**src/logic/gpio_params.svh**
```systemverilog
// Register indices, field positions and reset values of the GPIO block.
// Assumes the package and the design modules include it by bare name.
// ==========================================================
`ifndef GPIO_PARAMS_SVH
`define GPIO_PARAMS_SVH

// ==========================================================
// Port width
`define PORT_W 8

// ==========================================================
// Register indices; byte address is four times the index
`define IDX_B_DATA 10'h006
`define IDX_C_DATA 10'h007
`define IDX_INTCTL 10'h00B
`define IDX_B_DIR 10'h086
`define IDX_C_DIR 10'h087
`define IDX_PULLUP 10'h095
`define IDX_CHG_EN 10'h096
`define IDX_LCDCTL 10'h107
`define IDX_SEG_LO 10'h11C
`define IDX_SEG_HI 10'h11D
`define IDX_PORT_CFG 10'h120
`define IDX_IRQ_STS 10'h121
`define IDX_IRQ_CLR 10'h122
`define IDX_IRQ_EN 10'h123

// ==========================================================
// Field positions
`define INTCTL_CHG_FLAG 0
`define INTCTL_EXT_FLAG 1
`define LCD_EN_BIT 7
`define LCD_BIAS_EN_BIT 4
`define CFG_PULLUP_EN 0
`define CFG_EDGE_RISE 1
`define IRQ_EXT 0
`define IRQ_CHG 1
`define IRQ_W 2

// ==========================================================
// Reset values
`define RST_LATCH 8'h00
`define RST_DIR 8'hFF
`define RST_PULLUP 8'hFF
`define RST_CHG_EN 4'h0
`define RST_INTCTL 8'h00
`define RST_LCDCTL 8'h13
`define RST_SEG 8'h00
`define RST_CFG 4'h0

`endif

```
**src/logic/gpio_pkg.sv**
```systemverilog
// Types shared by the GPIO block modules.
// Assumes gpio_params.svh for widths.
`default_nettype none
`include "gpio_params.svh"
package gpio_pkg;

    // Oscillator selection; all but internal force two direction bits to read back as ones
    typedef enum logic [1:0] {
        OSC_INT = 2'b00,
        OSC_XTAL = 2'b01,
        OSC_HS = 2'b10,
        OSC_LP = 2'b11
    } osc_mode_t;

    // Drive of one port onto its pins; oe_n low means driven
    typedef struct packed {
        logic [`PORT_W-1:0] out;
        logic [`PORT_W-1:0] oe_n;
    } pin_drive_t;

    // Alternate owner of a port's pins
    typedef struct packed {
        logic [`PORT_W-1:0] own;
        logic [`PORT_W-1:0] out;
        logic [`PORT_W-1:0] oe_n;
    } periph_drive_t;

endpackage
`default_nettype wire

```
**src/logic/gpio_top.sv**
```systemverilog
// Two-port GPIO block with pull-ups, pin sharing and edge interrupt.
// Assumes an Avalon-MM master on clk_sys and pins outside the domain.
//
// Our own choice: the Avalon-MM interface to the registers.
`timescale 1ns/1ns
`default_nettype none
`include "gpio_params.svh"
module gpio_top import gpio_pkg::*; (
    // Clock and resets
    input wire logic clk_sys,
    input wire logic rst,
    input wire logic por_bor_rst,
    // Avalon-MM slave
    input wire logic [11:0] avs_address,
    input wire logic avs_read,
    input wire logic avs_write,
    input wire logic [31:0] avs_writedata,
    input wire logic [3:0] avs_byteenable,
    output logic [31:0] avs_readdata,
    output logic avs_waitrequest,
    // Interrupt
    output logic irq,
    // First port pins
    input wire logic [`PORT_W-1:0] pin_b_in,
    output var pin_drive_t pin_b_drive,
    output logic [`PORT_W-1:0] pin_b_pullup,
    output logic [`PORT_W-1:0] pin_b_lcd_own,
    // Second port pins
    input wire logic [`PORT_W-1:0] pin_c_in,
    output var pin_drive_t pin_c_drive,
    output logic [`PORT_W-1:0] pin_c_lcd_own,
    // Alternate owners: debug lines on first, peripherals on second
    input wire periph_drive_t b_alt,
    input wire periph_drive_t c_alt
);

    // ==========================================================
    // Register state
    logic any_rst;
    logic [`PORT_W-1:0] lat_b_q;
    logic [`PORT_W-1:0] lat_c_q;
    logic [`PORT_W-1:0] dir_b_q;
    logic [`PORT_W-1:0] dir_c_q;
    logic [`PORT_W-1:0] pullup_en_q;
    logic [3:0] chg_en_q;
    logic [`PORT_W-1:0] intctl_q;
    logic [`PORT_W-1:0] lcdctl_q;
    logic [`PORT_W-1:0] seg_lo_q;
    logic [`PORT_W-1:0] seg_hi_q;
    logic [3:0] cfg_q;
    logic [`IRQ_W-1:0] irq_sts_q;
    logic [`IRQ_W-1:0] irq_en_q;
    logic [`PORT_W-1:0] b_prev_q;

    // Either reset source clears the ordinary state
    assign any_rst = rst | por_bor_rst;

    // ==========================================================
    // Pin synchronisers
    logic [`PORT_W-1:0] sync_b;
    logic [`PORT_W-1:0] sync_c;

    pin_sync #(.WIDTH(`PORT_W)) u_sync_b (
        .clk_sys(clk_sys),
        .rst(any_rst),
        .async_in(pin_b_in),
        .sync_out(sync_b)
    );

    pin_sync #(.WIDTH(`PORT_W)) u_sync_c (
        .clk_sys(clk_sys),
        .rst(any_rst),
        .async_in(pin_c_in),
        .sync_out(sync_c)
    );

    // ==========================================================
    // Bus decode
    logic [9:0] idx;
    logic [7:0] wd;
    logic rd_take;
    logic wr_fire;
    logic osc_lock;
    logic [7:0] rd_d;

    assign idx = avs_address[11:2];
    assign wd = avs_writedata[7:0];
    // Read data is captured while waitrequest is still high
    assign rd_take = avs_read & avs_waitrequest;
    // Write lands on the edge the master sees waitrequest low
    assign wr_fire = avs_write & ~avs_waitrequest & avs_byteenable[0];
    assign osc_lock = osc_mode_t'(cfg_q[3:2]) != OSC_INT;

    function automatic logic wr_to(input logic [9:0] i);
        return wr_fire && (idx == i);
    endfunction

    // Waitrequest drops for one cycle per request
    always_ff @(posedge clk_sys) begin
        if (any_rst) begin
            avs_waitrequest <= 1'b1;
        end else begin
            avs_waitrequest <= ~((avs_read | avs_write) & avs_waitrequest);
        end
    end

    // Read mux; unmapped and write-only words read as zero
    always_comb begin
        case (idx)
            `IDX_B_DATA: rd_d = sync_b;
            `IDX_C_DATA: rd_d = sync_c;
            `IDX_INTCTL: rd_d = intctl_q;
            `IDX_B_DIR: rd_d = dir_b_q;
            `IDX_C_DIR: rd_d = {osc_lock ? 2'b11 : dir_c_q[7:6], dir_c_q[5:0]};
            `IDX_PULLUP: rd_d = pullup_en_q;
            `IDX_CHG_EN: rd_d = {chg_en_q, 4'h0};
            `IDX_LCDCTL: rd_d = lcdctl_q;
            `IDX_SEG_LO: rd_d = seg_lo_q;
            `IDX_SEG_HI: rd_d = seg_hi_q;
            `IDX_PORT_CFG: rd_d = {4'h0, cfg_q};
            `IDX_IRQ_STS: rd_d = {6'h00, irq_sts_q};
            `IDX_IRQ_EN: rd_d = {6'h00, irq_en_q};
            default: rd_d = 8'h00;
        endcase
    end

    // Read data register, held until the next read
    always_ff @(posedge clk_sys) begin
        if (any_rst) begin
            avs_readdata <= 32'h0000_0000;
        end else if (rd_take) begin
            avs_readdata <= {24'h00_0000, rd_d};
        end
    end

    // ==========================================================
    // Port latches and directions
    always_ff @(posedge clk_sys) begin
        if (any_rst) begin
            lat_b_q <= `RST_LATCH;
            lat_c_q <= `RST_LATCH;
        end else begin
            // Latch takes the bus data, not the pins
            if (wr_to(`IDX_B_DATA)) begin
                lat_b_q <= wd;
            end
            if (wr_to(`IDX_C_DATA)) begin
                lat_c_q <= wd;
            end
        end
    end

    // Directions reset to all inputs
    always_ff @(posedge clk_sys) begin
        if (any_rst) begin
            dir_b_q <= `RST_DIR;
            dir_c_q <= `RST_DIR;
        end else begin
            if (wr_to(`IDX_B_DIR)) begin
                dir_b_q <= wd;
            end
            if (wr_to(`IDX_C_DIR)) begin
                dir_c_q <= wd;
            end
        end
    end

    // ==========================================================
    // Configuration registers
    always_ff @(posedge clk_sys) begin
        if (any_rst) begin
            pullup_en_q <= `RST_PULLUP;
            chg_en_q <= `RST_CHG_EN;
            lcdctl_q <= `RST_LCDCTL;
            cfg_q <= `RST_CFG;
            irq_en_q <= '0;
        end else begin
            if (wr_to(`IDX_PULLUP)) begin
                pullup_en_q <= wd;
            end
            if (wr_to(`IDX_CHG_EN)) begin
                chg_en_q <= wd[7:4];
            end
            if (wr_to(`IDX_LCDCTL)) begin
                lcdctl_q <= wd;
            end
            if (wr_to(`IDX_PORT_CFG)) begin
                cfg_q <= wd[3:0];
            end
            if (wr_to(`IDX_IRQ_EN)) begin
                irq_en_q <= wd[`IRQ_W-1:0];
            end
        end
    end

    // Segment enables survive the ordinary reset
    always_ff @(posedge clk_sys) begin
        if (por_bor_rst) begin
            seg_lo_q <= `RST_SEG;
            seg_hi_q <= `RST_SEG;
        end else begin
            if (wr_to(`IDX_SEG_LO)) begin
                seg_lo_q <= wd;
            end
            if (wr_to(`IDX_SEG_HI)) begin
                seg_hi_q <= wd;
            end
        end
    end

    // ==========================================================
    // Edge interrupt and change detection
    logic edge_rise;
    logic edge_fall;
    logic ext_evt;
    logic chg_evt;
    logic [`IRQ_W-1:0] evt;
    logic [`IRQ_W-1:0] clr;

    // Pin 0 of the first port seen through the synchroniser
    assign edge_rise = sync_b[0] & ~b_prev_q[0];
    assign edge_fall = ~sync_b[0] & b_prev_q[0];
    assign ext_evt = cfg_q[`CFG_EDGE_RISE] ? edge_rise : edge_fall;
    assign chg_evt = |((sync_b ^ b_prev_q) & {chg_en_q, 4'h0});
    assign evt = {chg_evt, ext_evt};
    assign clr = wr_to(`IDX_IRQ_CLR) ? wd[`IRQ_W-1:0] : '0;

    // Previous pin levels for edge and change compare
    always_ff @(posedge clk_sys) begin
        if (any_rst) begin
            b_prev_q <= '0;
        end else begin
            b_prev_q <= sync_b;
        end
    end

    // Flags in the control word; a new event beats a clearing write
    always_ff @(posedge clk_sys) begin
        if (any_rst) begin
            intctl_q <= `RST_INTCTL;
        end else begin
            if (wr_to(`IDX_INTCTL)) begin
                intctl_q <= wd;
            end
            if (ext_evt) begin
                intctl_q[`INTCTL_EXT_FLAG] <= 1'b1;
            end
            if (chg_evt) begin
                intctl_q[`INTCTL_CHG_FLAG] <= 1'b1;
            end
        end
    end

    // Sticky status; set wins over clear
    always_ff @(posedge clk_sys) begin
        if (any_rst) begin
            irq_sts_q <= '0;
        end else begin
            irq_sts_q <= (irq_sts_q & ~clr) | evt;
        end
    end

    // Level interrupt while an enabled status bit is set
    always_ff @(posedge clk_sys) begin
        if (any_rst) begin
            irq <= 1'b0;
        end else begin
            irq <= |(irq_sts_q & irq_en_q);
        end
    end

    // ==========================================================
    // Pin ownership
    logic lcd_en;
    logic [`PORT_W-1:0] lcd_b;
    logic [`PORT_W-1:0] lcd_c;
    periph_drive_t b_eff;
    periph_drive_t c_eff;
    pin_drive_t b_next;
    pin_drive_t c_next;

    assign lcd_en = lcdctl_q[`LCD_EN_BIT];
    // Segment lines 0-3, commons 0-1, segments 14 and 13
    assign lcd_b[3:0] = lcd_en ? seg_lo_q[3:0] : 4'h0;
    assign lcd_b[4] = lcd_en;
    assign lcd_b[5] = lcd_en & (lcdctl_q[1:0] != 2'b00);
    assign lcd_b[6] = lcd_en & seg_hi_q[6];
    assign lcd_b[7] = lcd_en & seg_hi_q[5];
    // Bias inputs 1-3, then segments 6, 11, 10, 9, 8
    assign lcd_c[2:0] = {3{lcdctl_q[`LCD_BIAS_EN_BIT]}};
    assign lcd_c[3] = lcd_en & seg_lo_q[6];
    assign lcd_c[4] = lcd_en & seg_hi_q[3];
    assign lcd_c[5] = lcd_en & seg_hi_q[2];
    assign lcd_c[6] = lcd_en & seg_hi_q[1];
    assign lcd_c[7] = lcd_en & seg_hi_q[0];

    // LCD-owned pins leave the digital buffer off for the analog line
    assign b_eff.own = b_alt.own | lcd_b;
    assign b_eff.out = b_alt.out;
    assign b_eff.oe_n = b_alt.oe_n | lcd_b;
    assign c_eff.own = c_alt.own | lcd_c;
    assign c_eff.out = c_alt.out;
    assign c_eff.oe_n = c_alt.oe_n | lcd_c;

    port_pin_mux u_mux_b (
        .latch(lat_b_q),
        .dir(dir_b_q),
        .alt(b_eff),
        .drive(b_next)
    );

    port_pin_mux u_mux_c (
        .latch(lat_c_q),
        .dir(dir_c_q),
        .alt(c_eff),
        .drive(c_next)
    );

    // ==========================================================
    // Pin output registers; everything tri-stated in reset
    always_ff @(posedge clk_sys) begin
        if (any_rst) begin
            pin_b_drive <= '{out: 8'h00, oe_n: 8'hFF};
            pin_c_drive <= '{out: 8'h00, oe_n: 8'hFF};
            pin_b_lcd_own <= 8'h00;
            pin_c_lcd_own <= 8'h00;
        end else begin
            pin_b_drive <= b_next;
            pin_c_drive <= c_next;
            pin_b_lcd_own <= lcd_b;
            pin_c_lcd_own <= lcd_c;
        end
    end

    // Pull-ups need the global enable and an input pin
    always_ff @(posedge clk_sys) begin
        if (any_rst) begin
            pin_b_pullup <= 8'h00;
        end else if (cfg_q[`CFG_PULLUP_EN]) begin
            pin_b_pullup <= pullup_en_q & dir_b_q;
        end else begin
            pin_b_pullup <= 8'h00;
        end
    end
endmodule
`default_nettype wire

```
**src/logic/pin_sync.sv**
```systemverilog
// Two-flop synchroniser for pin levels.
// Assumes levels may change at any time relative to clk_sys.
`timescale 1ns/1ns
`default_nettype none
module pin_sync #(
    parameter int WIDTH = 8
) (
    // Clock and reset
    input wire logic clk_sys,
    input wire logic rst,
    // Levels
    input wire logic [WIDTH-1:0] async_in,
    output logic [WIDTH-1:0] sync_out
);

    logic [WIDTH-1:0] meta_q;

    // First stage feeds only the second stage
    always_ff @(posedge clk_sys) begin
        if (rst) begin
            meta_q <= '0;
            sync_out <= '0;
        end else begin
            meta_q <= async_in;
            sync_out <= meta_q;
        end
    end

endmodule
`default_nettype wire

```
**src/logic/port_pin_mux.sv**
```systemverilog
// Per-pin choice between the GPIO latch and an alternate owner.
// Assumes the caller registers the result before the pins.
`timescale 1ns/1ns
`default_nettype none
`include "gpio_params.svh"
module port_pin_mux import gpio_pkg::*; (
    // Software side
    input wire logic [`PORT_W-1:0] latch,
    input wire logic [`PORT_W-1:0] dir,
    // Alternate owner
    input wire periph_drive_t alt,
    // Next pin drive
    output wire pin_drive_t drive
);

    // Owned pins follow the owner, others the latch and direction
    for (genvar i = 0; i < `PORT_W; i++) begin : g_pin
        assign drive.out[i] = alt.own[i] ? alt.out[i] : latch[i];
        assign drive.oe_n[i] = alt.own[i] ? alt.oe_n[i] : dir[i];
    end

endmodule
`default_nettype wire

```
**config.mk**
```make
export PLATFORM = sky130hd
export DESIGN_NAME = gpio_top
export DESIGN_NICKNAME = d
export VERILOG_FILES = /design/src/logic/gpio_pkg.sv /design/src/logic/gpio_top.sv /design/src/logic/pin_sync.sv /design/src/logic/port_pin_mux.sv
export VERILOG_INCLUDE_DIRS = /design/src /design/src/logic
export SDC_FILE = /design/constraint.sdc
export NUM_CORES = 1
export LEC_CHECK = 0
export ABC_CLOCK_PERIOD_IN_PS = 2200
export BUFFER_PORTS_ARGS = -buffer_cell sky130_fd_sc_hd__buf_2
export CAP_MARGIN = 0
export CORE_MARGIN = 2
export CORE_UTILIZATION = 49
export DETAILED_ROUTE_END_ITERATION = 10
export PLACE_DENSITY = 0.75
export SLEW_MARGIN = 20
export SYNTH_ARGS = -nofsm -noshare
export SYNTH_HDL_FRONTEND = slang
export SYNTH_SLANG_ARGS = --single-unit
```
**constraint.sdc**
```tcl
create_clock -name clk_sys -period 2.2 [get_ports clk_sys]
set_clock_uncertainty 0.1 [all_clocks]
set_input_delay 0.11 -clock clk_sys [delete_from_list [all_inputs] [get_ports clk_sys]]
set_output_delay 0.11 -clock clk_sys [all_outputs]
set_load 0.05 [all_outputs]
```
# Word level (Yosys, flattened, before mapping)
# Index checks and enable logic that the tools add are counted.
# totals
register_bits	190
input_bits	117
output_inout_bits	90
# classes
eq_ne	14
muxes	40
bitwise_logic	32
n_reduce_logical	20
# op_table
operator	n
$pmux W8 S13	1
$eq A10 B9 Y1 const B	7
$eq A10 B8 Y1 const B	4
$mux W1	35
$or A8 B8 Y8	4
$eq A10 B3 Y1 const B	2
$and A8 B8 Y8	2
$and A1 B1 Y1	14
$logic_and A1 B1 Y1	13
$eq A10 B4 Y1 const B	1
$reduce_bool A2 Y1	4
$reduce_or A8 Y1	1
$xor A8 B8 Y8	1
$mux W2	3
$not A1 Y1	5
$and A2 B2 Y2	2
$mux W4	1
$reduce_or A2 Y1	2
$not A2 Y2	1
$or A1 B1 Y1	2
$or A2 B2 Y2	1

# Depth between registers and ports, before layout
# depth
ltp_word	8
depth_mapped	8
ltp_nobuf	5

# Cells and area by module
# From an unflattened synthesis, not the netlist that was laid out.
# unflattened
cells_unflattened	808
hier_area_um2	7968.9
# by_module_without_submodules
mod	instances	cells_each	area_each_um2
gpio_top	1	710	6575.1
pin_sync	2	33	464.2
port_pin_mux	2	16	232.7

# Worst setup path after synthesis
# No wires, ideal clock.
# synth_timing
kind	register to register
from	register avs_waitrequest
to	register dir_b_q[2]
setup_time_ps	129
t_arrival_ps	1903
required_time_ps	1971
setup_slack_ps	67
stages_incl_launch_ff	8
n_path_buf	2
synth_period_minus_slack_ps	2133
cell_sequence	dfxtp_1 and3b_1 clkbuf_1 and3_1 buf_2 nand2_1 mux2i_1 nand2_1
# synth_via
elab_chain_len	4
# synth_rtl
item	line	source
from (decl)	gpio_top.sv:20	output logic avs_waitrequest,
from (signal assigned)	gpio_top.sv:103	avs_waitrequest <= ~((avs_read | avs_write) & avs_waitrequest);
$not A1 Y1	gpio_top.sv:91	assign wr_fire = avs_write & ~avs_waitrequest & avs_byteenable[0];
$and A1 B1 Y1 (2 in series)	gpio_top.sv:91	
$logic_and A1 B1 Y1	gpio_top.sv:95	return wr_fire && (idx == i);
to (signal assigned)	gpio_top.sv:156	dir_b_q <= `RST_DIR;
to (signal assigned)	gpio_top.sv:160	dir_b_q <= wd;
to (decl)	gpio_top.sv:42	logic [`PORT_W-1:0] dir_b_q;
# Every way passes these cells.
# A chain may end at the register's enable or synchronous reset.

# Worst setup path after layout
# layout_timing
from	register lcdctl_q[4]
to	register pin_c_drive[10] (netlist name)
# layout_via
elab_chain_len	2
# layout_rtl
item	line	source
from (decl)	gpio_top.sv:47	logic [`PORT_W-1:0] lcdctl_q;
from (signal assigned)	gpio_top.sv:174	lcdctl_q <= `RST_LCDCTL;
from (signal assigned)	gpio_top.sv:185	lcdctl_q <= wd;
$or A8 B8 Y8	gpio_top.sv:301	assign c_eff.own = c_alt.own | lcd_c;
$mux W1	port_pin_mux.sv:18	assign drive.out[i] = alt.own[i] ? alt.out[i] : latch[i];
to (signal assigned)	gpio_top.sv:324	pin_c_drive <= '{out: 8'h00, oe_n: 8'hFF};
to (signal assigned)	gpio_top.sv:329	pin_c_drive <= c_next;
to (decl)	gpio_top.sv:30	output var pin_drive_t pin_c_drive,
# Every way passes these cells.

==> run summary <==
R2r setup slk: 0.16 ns
Max-Cap Viols: 0
Crit path DAT: 2.33 ns
Crit Path Category: flop to flop
Non-Filler Instances: 1,311
Dpl ws: 0.164 ns
Slowest stage delay, CP: 0.57 ns
Slew headroom: 0.553
Number of flops mapped to enable cells by yosys: 0
Ys flop type: dfxtp_1
Async S/R FF share, synth: 0
Reg2reg end: pin_c_drive[10]
Final hold violation count: 0
Critical path's slowest cell: dlygate4sd3_1
Max Transition Viols Final: 0
Maximum number of pins on one net before global-route repair: 91
GR Util All Layers: 0.293
Status: completed
DRC: 0
Setup ws final: 0.155 ns
Netlist cell types: 72
Core ar.: 0.0153 mm²
CTS tree: yes
Area delta synth->final: 33.1%
Share of layout cells above drive strength 1: 0.225
Fmax: 0.489 GHz
Element type at the critical path end: flop
Required @ worst endpoint: 2.48 ns
Leak: 4.42 nW
Slew @ Worst Pin: 0.661 ns
Synth Register Bits: 185
Syn Inst Count: 843
IO Pins: 207
FILL cells: 1,217
H-Tree Depth: 4
# diodes: 0
Critical Path Source Type: flop
Clk sinks: 185
Unrepaired setup endpoints after global routing: false
First-pass GRT wire length: 36,900 µm
YS warnings: 0
Post-Route WL: 24,200 µm
Ratio of total power to cell area: 694 mW/mm²
Post-DR wirelength/cell: 18.4 µm
Mapped Area: 0.00765 mm²
Min-delay src: c_alt[22]
Crit-path cells: o21ai_0 -> dlygate4sd3_1 -> a21oi_1 -> dlygate4sd3_1
Sum Neg Setup Slack: 0 ns
CP dominant cell by count: dlygate4sd3_1
Die Area: 0.0166 mm²
Row cnt: 45
Syn Area/Cell: 9.08 µm²
Worst Hold Class: input port to flop
Die Wd: 129 µm
Die Y: 129 µm
Peak supply drop: 0.572 mV
Routability congestion estimate: 1.00
Hold Path End: pin_c_drive[14]
Top flop regs: pin_b_drive: 16 flops, pin_c_drive: 16 flops
Clk_lat worst skew: 0.44 ns
Total gr overflow: 0
R2r worst-path depth: 4
Root Driver: clkbuf_16
CTS max path bufs: 2
Starting Density: 0.502
Post-placement cell count: 1,184
Crit path time final: 2.04 ns
Period utilization: 0.930
Hpwl dp: 15,400 µm
Sequential area share after synthesis: 0.484
Endpoints failing setup: 0
Vias in the first global route: 6,834
Worst-path clk slew: 0.07 ns
Post-DRT Antenna Nets: 0
Via count: 7,216
Vias/cell: 5.50
Initial antenna violation count: 0
Fin nets: 1,204
Port bufs: 153
Hold path cells: 4
Reg2reg start: lcdctl_q[4]
Initial DRC count: 729
Critical path fanouts, max: 10
CTS Buf Count: 17
DR pass1 iterations: 6
layer usage:
metal	global-route usage	share of wire
met5	0	0
met4	0.133	0.040
met3	0.0586	0.088
met2	0.504	0.48
met1	0.355	0.39
cell usage after synthesis, drive strengths merged (3+ instances only):
| library cell | n | area share |
|---|---|---|
| dfxtp | 185 | 0.48 |
| nand2 | 126 | 0.062 |
| nand3 | 69 | 0.046 |
| a21oi | 67 | 0.044 |
| mux2i | 64 | 0.084 |
| and2 | 45 | 0.037 |
| buf | 45 | 0.038 |
| nor2 | 43 | 0.022 |
| clkbuf | 38 | 0.019 |
| and3 | 25 | 0.020 |
| o21ai | 14 | 0.0096 |
| o211ai | 11 | 0.011 |
| a22oi | 8 | 0.0078 |
| nand4 | 7 | 0.0057 |
| nor2b | 6 | 0.0049 |
| inv | 5 | 0.0025 |
| nor4b | 5 | 0.0085 |
| xor2 | 5 | 0.0057 |
| a22o | 4 | 0.0046 |
| and3b | 4 | 0.0046 |
| nand2b | 4 | 0.0033 |
| nor3 | 4 | 0.0047 |
| o41ai | 4 | 0.0056 |
| or3 | 4 | 0.0039 |
| a2111oi | 3 | 0.0034 |
| a222oi | 3 | 0.0039 |
| a31oi | 3 | 0.0025 |
| and4bb | 3 | 0.0049 |
| nor4 | 3 | 0.0041 |
cell type report:
type	instances	area, µm²	share of cell area
Inverter	5	18.8	0.00184
Timing Repair Buffer	285	2030	0.199
Multi-Input combinational cell	593	3600	0.353
Clock buffer	20	457	0.0448
Tap cell	211	264	0.0259
Sequential cell	185	3700	0.364
Clock inverter	12	114	0.0112
stage by stage:
step	total power [W]	area, µm²	hold slack (ns)	util
floorplan	0.00386	7740	0.126	-
CTS	0.00706	10200	0.0108	0.668
detailed placement	0.00401	8670	0.212	0.568
finish	0.00707	10200	0.0157	0.668
global placement	0.00401	8670	0.210	0.568
global route	0.00727	10200	0.0278	0.668
timing repair:
| action | in CTS | in global routing |
|---|---|---|
| hold buffers | 95 | 0 |
| endpoints found under the setup margin | 0 | 3 |
| hold endpoints to repair | 100 | 0 |
| gates resized for setup | 0 | 1 |
| buffers inserted | 0 | 0 |
how the worst max path moves through the flow:
stage	startpoint	cells past startpoint	slack (ns)	end
floorplan	avs_waitrequest	7	0.07	dir_b_q[2]
global placement	avs_address[5]	7	0.20	avs_readdata[5]
detailed placement	avs_address[5]	6	0.16	cfg_q[2]
CTS	lcdctl_q[4]	4	0.06	pin_c_drive[8]
global route	lcdctl_q[4]	4	0.07	pin_c_drive[10]
finish	lcdctl_q[4]	4	0.16	pin_c_drive[10]
report_power, final:
group	total [W]	switching, W	internal, W
clock	0.00298	0.00135	0.00163
sequential	0.00339	0.0000121	0.00338
combinational	0.000699	0.000425	0.000274
total	0.00707	0.00178	0.00529
cell usage in the layout, fill, tap and decap left out, drive strengths merged, types with 24 or more instances in the layout:
cell type | Yosys | final
mux2i | 64 | 64
dlygate4sd3 | 0 | 95
conb | 1 | 24
dfxtp | 185 | 185
nand3 | 69 | 69
and3 | 25 | 25
nor2 | 43 | 43
a21oi | 67 | 67
buf | 45 | 190
nand2 | 126 | 126
and2 | 45 | 45
cells by family (layout without fill, tap and decap cells):
group | after synthesis | in the layout | share of synthesized area
flops | 185 | 185 | 0.484
mux | 67 | 67 | 0.0896
other cells | 1 | 24 | 0.000490
xor+xnor | 5 | 5 | 0.00572
compound gates | 131 | 131 | 0.109
simple gates | 366 | 366 | 0.253
buf+inv | 88 | 322 | 0.0592
critical path: cells and delay by family (launching register included):
family / cells / cell delay, ns
AO/OA/AOI/OAI: 2 / 0.29
flip-flops: 1 / 0.47
buffers and inverters: 2 / 1.13
No activity file was read; power rests on OpenSTA's default activity.
